$ cat config.mk
export PLATFORM = sky130hd
export DESIGN_NAME = gsf_status_bank
export DESIGN_NICKNAME = d
export VERILOG_FILES = /design/src/gsf_pkg.sv /design/src/gsf_status_bank.sv
export SDC_FILE = /design/constraint.sdc
export NUM_CORES = 1
export LEC_CHECK = 0
export BUFFER_PORTS_ARGS = -buffer_cell sky130_fd_sc_hd__buf_2
export CAP_MARGIN = 20
export CORE_MARGIN = 4
export CORE_UTILIZATION = 49
export DETAILED_ROUTE_END_ITERATION = 10
export HOLD_SLACK_MARGIN = 0.02
export PLACE_DENSITY = 0.88
export RECOVER_POWER = 25
export SETUP_SLACK_MARGIN = 0.2
export SYNTH_ARGS = -nofsm -noshare
export SYNTH_HDL_FRONTEND = slang
export SYNTH_SLANG_ARGS = --single-unit
$ cat constraint.sdc
create_clock -name mclk -period 2.7 [get_ports mclk]
set_clock_uncertainty 0.2 [all_clocks]
set_input_delay 0.54 -clock mclk [delete_from_list [all_inputs] [get_ports mclk]]
set_output_delay 0.54 -clock mclk [all_outputs]
set_load 0.05 [all_outputs]
$ cat src/gsf_pkg.sv
// Package for the general status and analog limit flag register bank
package gsf_pkg;

	// ****************************************************************
	// Register offsets
	// ****************************************************************
	localparam logic [7:0]  GSF_OFS_MASK  = 8'h1e;
	localparam logic [7:0]  GSF_OFS_GEN   = 8'h21;
	localparam logic [7:0]  GSF_OFS_LIMIT = 8'h23;
	localparam logic [7:0]  GSF_OFS_AIN0  = 8'h24;

	// ****************************************************************
	// Field positions in the general status, limit and result words
	// ****************************************************************
	localparam int          GSF_BIT_ALARM      = 15;
	localparam int          GSF_BIT_TRIM_BUSY  = 12;
	localparam int          GSF_BIT_ST_RUN     = 11;
	localparam int          GSF_BIT_ST_DONE    = 10;
	localparam int          GSF_BIT_ST_FAIL    = 9;
	localparam int          GSF_BIT_RESET_SEEN = 8;
	localparam int          GSF_BIT_SLEW_IDLE  = 7;
	localparam int          GSF_BIT_CONV_DONE  = 6;
	localparam int          GSF_BIT_CONV_ACT   = 5;
	localparam int          GSF_BIT_SUPPLY_HI  = 4;
	localparam int          GSF_BIT_BRK_FRAME  = 3;
	localparam int          GSF_BIT_BRK_PAR    = 2;
	localparam int          GSF_BIT_CHR_FRAME  = 1;
	localparam int          GSF_BIT_CHR_PAR    = 0;
	localparam int          GSF_LIMIT_LSB      = 1;
	localparam int          GSF_RESULT_W       = 12;

	// ****************************************************************
	// Reset values and masks
	// ****************************************************************
	localparam logic [15:0] GSF_RST_GEN       = 16'h1180;
	localparam logic [15:0] GSF_RST_MASK      = 16'hffff;
	localparam logic [15:0] GSF_MASK_WRITABLE = 16'h06cf;
	localparam logic [15:0] GSF_RST_LIMIT     = 16'h0000;
	localparam logic [15:0] GSF_RST_AIN0      = 16'h0000;

	// ****************************************************************
	// Timing
	// ****************************************************************
	localparam int          GSF_SLEW_IDLE_CYC = 3;

	// ****************************************************************
	// Carriers
	// ****************************************************************
	typedef struct packed {
		logic selftest_done;
		logic selftest_fail;
		logic conv_done;
		logic break_frame_err;
		logic break_parity_err;
		logic char_frame_err;
		logic char_parity_err;
	} gsf_event_type;

	typedef struct packed {
		logic output_voltage_limit_fail;
		logic zero_tempco_limit_fail;
		logic core_supply_limit_fail;
		logic pin_supply_limit_fail;
		logic reference_limit_fail;
		logic temperature_limit_fail;
		logic aux_input1_limit_fail;
		logic aux_input0_limit_fail;
	} gsf_limit_type;

	typedef struct packed {
		logic                    alarm_irq;
		logic                    trim_busy;
		logic                    selftest_run;
		logic                    selftest_done;
		logic                    selftest_fail;
		logic                    reset_seen;
		logic                    slew_idle;
		logic                    conv_done;
		logic                    conv_active;
		logic                    supply_meta;
		logic                    supply_sync;
		logic [3:0]              serial_err;
		logic                    slew_event;
		logic [15:0]             mask;
		gsf_limit_type           limit;
		logic [GSF_RESULT_W-1:0] ain0;
		logic [15:0]             rd_data;
		logic                    rd_valid;
	} gsf_state_type;

	localparam gsf_state_type GSF_RST_STATE = '{
		alarm_irq:     GSF_RST_GEN[GSF_BIT_ALARM],
		trim_busy:     GSF_RST_GEN[GSF_BIT_TRIM_BUSY],
		selftest_run:  GSF_RST_GEN[GSF_BIT_ST_RUN],
		selftest_done: GSF_RST_GEN[GSF_BIT_ST_DONE],
		selftest_fail: GSF_RST_GEN[GSF_BIT_ST_FAIL],
		reset_seen:    GSF_RST_GEN[GSF_BIT_RESET_SEEN],
		slew_idle:     GSF_RST_GEN[GSF_BIT_SLEW_IDLE],
		conv_done:     GSF_RST_GEN[GSF_BIT_CONV_DONE],
		conv_active:   GSF_RST_GEN[GSF_BIT_CONV_ACT],
		supply_meta:   1'b0,
		supply_sync:   GSF_RST_GEN[GSF_BIT_SUPPLY_HI],
		serial_err:    GSF_RST_GEN[GSF_BIT_BRK_FRAME:GSF_BIT_CHR_PAR],
		slew_event:    1'b0,
		mask:          GSF_RST_MASK,
		limit:         GSF_RST_LIMIT[GSF_LIMIT_LSB+7:GSF_LIMIT_LSB],
		ain0:          GSF_RST_AIN0[GSF_RESULT_W-1:0],
		rd_data:       16'h0000,
		rd_valid:      1'b0
	};

endpackage : gsf_pkg

$ cat src/gsf_status_bank.sv
// General status, analog limit flag and auxiliary result register bank
`timescale 1ns/10ps

// Overview of operation
// - Bit 15 ORs unmasked alarm status bits 14-0
// - Trim busy high from power-up until copy
// - Bit 11 shows self-test run enable
// - Self-test done sticky, clears on read
// - Self-test fail sticky, clears on read
// - Reset-occurred set by reset, read clears
// - Slew idle high when applied equals target
// - Slew idle rises within 3 cycles
// - Slew reach event when enabled, maskable
// - Conversion complete sticky, clears on read
// - Conversion active is live, no interrupt
// - Supply high is live comparator copy
// - Break framing error sticky, clear on read
// - Break parity error sticky, clear on read
// - Character framing error sticky, clear on read
// - Character parity error sticky, clear on read
// - Limit fail flags at bits 8 to 1
// - Aux input 0 result in bits 11-0
// - Mask blocks summary, status still sets
// - All mask bits reset to one
// - Summary flag ORs unmasked general status
module gsf_status_bank
	import gsf_pkg::*;
(
	input  wire logic                    mclk,                 // 100 MHz clock
	input  wire logic                    arst_n,               // Async reset, active low
	input  wire logic                    ce,                   // Clock enable
	input  wire logic                    rd_en,                // Register read strobe
	input  wire logic [7:0]              rd_addr,              // Register read offset
	output logic      [15:0]             rd_data,              // Read data
	output logic                         rd_valid,             // Read data valid pulse
	input  wire logic                    wr_en,                // Register write strobe
	input  wire logic [7:0]              wr_addr,              // Register write offset
	input  wire logic [15:0]             wr_data,              // Write data
	input  wire logic [15:0]             alarm_status_word,    // Alarm status word
	input  wire logic [15:0]             alarm_mask_word,      // Alarm mask word
	input  wire logic                    trim_copy_done,       // Trim copy finished
	input  wire logic                    selftest_run_enable,  // Self-test enabled
	input  wire gsf_event_type           events,               // Sticky event conditions
	input  wire logic                    adc_converting,       // ADC converting
	input  wire logic                    pin_supply_high,      // Async supply comparator
	input  wire logic [15:0]             applied_code,         // Applied output code
	input  wire logic [15:0]             target_code,          // Target output code
	input  wire logic                    slew_enable,          // Slew limiting on
	input  wire gsf_limit_type           limit_fail,           // Limit fail flags
	input  wire logic [GSF_RESULT_W-1:0] aux0_result,          // Aux input 0 result
	input  wire logic                    aux0_result_valid,    // Result strobe
	output logic                         general_summary_flag, // Unmasked status OR
	output logic                         slew_reach_event      // Slew target reached
);

	// ****************************************************************
	// State
	// ****************************************************************
	gsf_state_type state;
	gsf_state_type next_state;
	logic [15:0]   gen_word;
	logic [15:0]   mask_word;
	logic [15:0]   limit_word;
	logic [15:0]   ain0_word;
	logic          rd_hit_gen;
	logic          wr_hit_mask;
	logic          codes_equal;

	// Set beats clear so an event in the read cycle survives
	function automatic logic sticky_next(input logic cur, input logic ev, input logic clr);
		sticky_next = ev | (cur & ~clr);
	endfunction : sticky_next

	// ****************************************************************
	// Register views
	// ****************************************************************
	always_comb
	begin
		gen_word                     = '0;
		gen_word[GSF_BIT_ALARM]      = state.alarm_irq;
		gen_word[GSF_BIT_TRIM_BUSY]  = state.trim_busy;
		gen_word[GSF_BIT_ST_RUN]     = state.selftest_run;
		gen_word[GSF_BIT_ST_DONE]    = state.selftest_done;
		gen_word[GSF_BIT_ST_FAIL]    = state.selftest_fail;
		gen_word[GSF_BIT_RESET_SEEN] = state.reset_seen;
		gen_word[GSF_BIT_SLEW_IDLE]  = state.slew_idle;
		gen_word[GSF_BIT_CONV_DONE]  = state.conv_done;
		gen_word[GSF_BIT_CONV_ACT]   = state.conv_active;
		gen_word[GSF_BIT_SUPPLY_HI]  = state.supply_sync;
		gen_word[GSF_BIT_BRK_FRAME:GSF_BIT_CHR_PAR] = state.serial_err;
		limit_word                   = '0;
		limit_word[GSF_LIMIT_LSB+7:GSF_LIMIT_LSB] = state.limit;
		ain0_word                    = '0;
		ain0_word[GSF_RESULT_W-1:0]  = state.ain0;
	end

	// Reserved mask bits are fixed at one, which also keeps status-only bits out
	assign mask_word   = (state.mask & GSF_MASK_WRITABLE) | ~GSF_MASK_WRITABLE;
	assign rd_hit_gen  = rd_en && (rd_addr == GSF_OFS_GEN);
	assign wr_hit_mask = wr_en && (wr_addr == GSF_OFS_MASK);
	assign codes_equal = (applied_code == target_code);

	// ****************************************************************
	// Next state
	// ****************************************************************
	always_comb
	begin
		next_state               = state;
		// Bit 15 of the alarm word is our own summary, left out to avoid a loop
		next_state.alarm_irq     = |(alarm_status_word[14:0] & ~alarm_mask_word[14:0]);
		next_state.trim_busy     = state.trim_busy & ~trim_copy_done;
		next_state.selftest_run  = selftest_run_enable;
		next_state.selftest_done = sticky_next(state.selftest_done, events.selftest_done,
			rd_hit_gen);
		next_state.selftest_fail = sticky_next(state.selftest_fail, events.selftest_fail,
			rd_hit_gen);
		next_state.reset_seen    = state.reset_seen & ~rd_hit_gen;
		next_state.slew_idle     = codes_equal;
		next_state.slew_event    = slew_enable & codes_equal & ~state.slew_idle
			& ~mask_word[GSF_BIT_SLEW_IDLE];
		next_state.conv_done     = sticky_next(state.conv_done, events.conv_done,
			rd_hit_gen);
		next_state.conv_active   = adc_converting;
		next_state.supply_meta   = pin_supply_high;
		next_state.supply_sync   = state.supply_meta;
		next_state.serial_err[3] = sticky_next(state.serial_err[3], events.break_frame_err,
			rd_hit_gen);
		next_state.serial_err[2] = sticky_next(state.serial_err[2], events.break_parity_err,
			rd_hit_gen);
		next_state.serial_err[1] = sticky_next(state.serial_err[1], events.char_frame_err,
			rd_hit_gen);
		next_state.serial_err[0] = sticky_next(state.serial_err[0], events.char_parity_err,
			rd_hit_gen);
		next_state.limit         = limit_fail;
		if (aux0_result_valid)
		begin
			next_state.ain0 = aux0_result;
		end
		if (wr_hit_mask)
		begin
			next_state.mask = (wr_data & GSF_MASK_WRITABLE) | ~GSF_MASK_WRITABLE;
		end
		next_state.rd_valid      = rd_en;
		if (rd_en)
		begin
			// Captured from the current view, so sticky bits read before clearing
			unique case (rd_addr)
				GSF_OFS_MASK:  next_state.rd_data = mask_word;
				GSF_OFS_GEN:   next_state.rd_data = gen_word;
				GSF_OFS_LIMIT: next_state.rd_data = limit_word;
				GSF_OFS_AIN0:  next_state.rd_data = ain0_word;
				default:       next_state.rd_data = 16'h0000;
			endcase
		end
	end

	always_ff @(posedge mclk or negedge arst_n)
	begin
		if (!arst_n)
		begin
			state <= GSF_RST_STATE;
		end
		else if (ce)
		begin
			state <= next_state;
		end
	end

	// ****************************************************************
	// Outputs
	// ****************************************************************
	assign rd_data              = state.rd_data;
	assign rd_valid             = state.rd_valid;
	assign general_summary_flag = |(gen_word & ~mask_word);
	assign slew_reach_event     = state.slew_event;
endmodule : gsf_status_bank

==> key figures <==
Final layout
  • Final instance area: approximately 0.004 mm^2
  • Fin util: 67.0%
  • Layout cells sized above 1: between 40 and 50%
  • Nets@finish: between 500 and 600
  • Most frequent cells in the layout: buf_2 (140), dfrtp_1 (49), mux2_2 (33), nand2_1 (27), inv_1 (24)
  • Final Non-Filler Cells: 503
  • Ant diodes: 0
  • Area grow syn2layout: 32.4%
  • Commonest non-fill, non-tap cell in the layout: buf_2

Placement
  • Port Buffers: about 140
  • Setup WS pre-CTS: roughly 0.27 ns
  • Placed cell count: 487
  • Post-Place Cell Area: between 0.003 and 0.004 mm^2
  • Final GP Congestion: between 0.8 and 0.9
  • DP HPWL: around 6400 um

Synthesis
  • Sequential share of the synthesized area: around half
  • Synth area leader: dfrtp_1
  • Syn nets: between 400 and 500
  • Post-synth top area share: between 40% and 50%
  • Synthesis Warnings: 0
  • Seq cells post-synth: 60
  • Syn_area_per_cell: between 10 and 15 um^2
  • Post-synthesis cell count: 273
  • Largest cells by area after synthesis: dfrtp_1 (41%), mux2_2 (12%), dfstp_2 (9.6%)
  • Yosys cell types: 42
  • Mapped Area: 0.00301 mm^2

Worst setup path
  • Crit-path max FO: 4
  • Flop-to-flop setup slack: 1.36 ns
  • Critical path class: reg -> out
  • Worst EP arrival: between 1.5 and 2 ns
  • CP max stage delay: around 0.57 ns
  • CP top delay family: flip-flops
  • Worst path cell trace: o22ai_1 > or4_1 > buf_4
  • Critical Path RT: 1.96 ns
  • CP startpoint kind: register
  • Worst path slowest cell: dfstp_2
  • Crit path buffers/inverters: 1
  • CP endpoint kind: primary output

Worst hold path
  • Hold Path Class: in -> reg

Floorplanning
  • Die height: 86.4 um
  • Ports: 153
  • Core Region: around 0.0060 mm^2
  • Die width: between 80 and 90 um
  • Row Count: 28
  • Die ar.: ~0.0075 mm^2
  • Effective utilization at floorplan: 50.6%

Clock tree
  • Skew-Pair Late Insertion Delay: about 0.33 ns
  • CTS tree: built
  • Clk root buf: clkbuf_8
  • TritonCTS Sinks: 60
  • H-tree Lvls: 3
  • Clock buffer count from CTS: 9
  • Post-cts sizing count: 0
  • CTS max path bufs: 2
  • Clock slew at reported path FFs: approximately 0.06 ns
  • Post-CTS setup repair buffer count: 0
  • Cts hold-fix bufs: 0

STA
  • Minimum clock period: between 2 and 2.5 ns
  • Final worst setup slack: 0.260 ns
  • Setup-failing EPs final: 0
  • RSZ-0062 raised after global routing: false
  • Worst Tran Pin Value: between 1.5 and 2 ns
  • Crit share post-route: around 90%
  • Max transition margin: -3.01%
  • Peak Freq: 0.410 GHz
  • TNS Setup: 0 ns
  • Final Hold Vio Count: 0
  • Slew Limit Fails: 28

Route
  • Detail Route Antenna Nets: 0
  • Final WL: between 8000 and 9000 um
  • Vias/cell: 5.36
  • Initial DRC Count: 150
  • Wire length per cell: roughly 16 um
  • Initial DRT Pass Iterations: 4
  • DR vias: ~2.7k
  • DRC viols: 0

Global route
  • GR Overflow Total: 0
  • Initial antenna violation count: 0
  • Vias in the first global route: around 2.8k
  • Largest net degree at the start of global routing: 34
  • All-Layer GR Usage: between 20 and 25%
  • First-pass GRT wire length: between 10000 and 15000 um

Power and ir drop
  • Power Density: between 400 and 500 mW/mm^2
  • Worst IR drop on VDD: approximately 410 uV
  • P_leak: roughly 2.0 nW

Outcome
  • Status: finished, violations left
  • Failing checks: capacitance limit, slew limit

Job
  • MaxCap Viol Count: 1
==> report_power, final <==
group / switching [mW] / total [mW] / internal, mW
clock network: 0.326 / 0.682 / 0.356
registers: 0.0293 / 0.983 / 0.954
logic: 0.123 / 0.273 / 0.150
total: 0.478 / 1.94 / 1.46
==> area by class of cell <==
class                      count  area [um^2]
sequential                    60         1520
tap                           75         93.8
timing repair buffer         151          788
inverter                      24         90.1
multi-input combinational    177         1340
clock inverter                 2         10.0
fill                         481         1970
clock buffer                  14          153
==> cell families after synthesis <==
kind of cell / Yosys count / synth area share [%]
DFF: 60 / 50.3
muxes: 33 / 12.3
buffers and inverters: 36 / 5.32
and+or+nand+nor: 60 / 11.7
AOI/OAI and AO/OA: 68 / 15.7
xor gates and xnor gates: 16 / 4.65
==> path summary, 6_finish.rpt <==
check | startpoint | endpoint | depth (start not counted)
setup / recovery | mask_word[7] | general_summary_flag | 3
hold / removal | trim_copy_done | gen_word[12] | 2
setup reg to reg | gen_word[8] | rd_data[8] | 4
hold reg to reg | rd_data[10] | rd_data[10] | 2
max in group asynchronous | arst_n | gen_word[7] | 2
min in group asynchronous | arst_n | rd_data[4] | 1
==> per-layer routing <==
metal / track usage, % / wire [um]
met5: 0 / 0
met4: 6.80 / 82
met3: 5.23 / 667
met2: 40.1 / 4400
met1: 26.6 / 3020
==> through the flow <==
step / power, mW / hold WS (ns)
after floorplan: 1.12 / 0.0444
after global placement: 1.26 / 0.266
after detailed placement: 1.27 / 0.274
after CTS: 1.95 / 0.0414
after global routing: 2.02 / 0.171
final: 1.94 / 0.178
==> registers in the layout, summed over array words and instances, names as in the netlist <==
name,cells
limit_word,8
ain0_word,12
mask_word,8
gen_word,14
rd_valid,1
rd_data,15
next_state,1
slew_reach_event,1
==> synthesized netlist by cell type, drive strengths merged <==
| cell | number |
|---|---|
| or3b | 1 |
| a41o | 1 |
| a211oi | 1 |
| nor4b | 1 |
| nor3b | 1 |
| inv | 24 |
| or4 | 1 |
| nor4 | 3 |
| nand4 | 4 |
| dfstp | 11 |
| a32o | 5 |
| nand4b | 2 |
| and2b | 1 |
| a222oi | 3 |
| or4b | 2 |
| nor2 | 4 |
| buf | 8 |
| a22oi | 13 |
| nand4bb | 1 |
| a21boi | 6 |
| nor3 | 5 |
| clkbuf | 4 |
| mux2 | 33 |
| xnor2 | 16 |
| a221o | 2 |
| o22ai | 9 |
| nand2b | 4 |
| nand2 | 27 |
| a21oi | 6 |
| a221oi | 3 |
| o21ai | 16 |
| dfrtp | 49 |
| a21o | 1 |
| nor2b | 3 |
| o21bai | 1 |
| a31oi | 1 |
No activity file was read; power rests on OpenSTA's default activity.
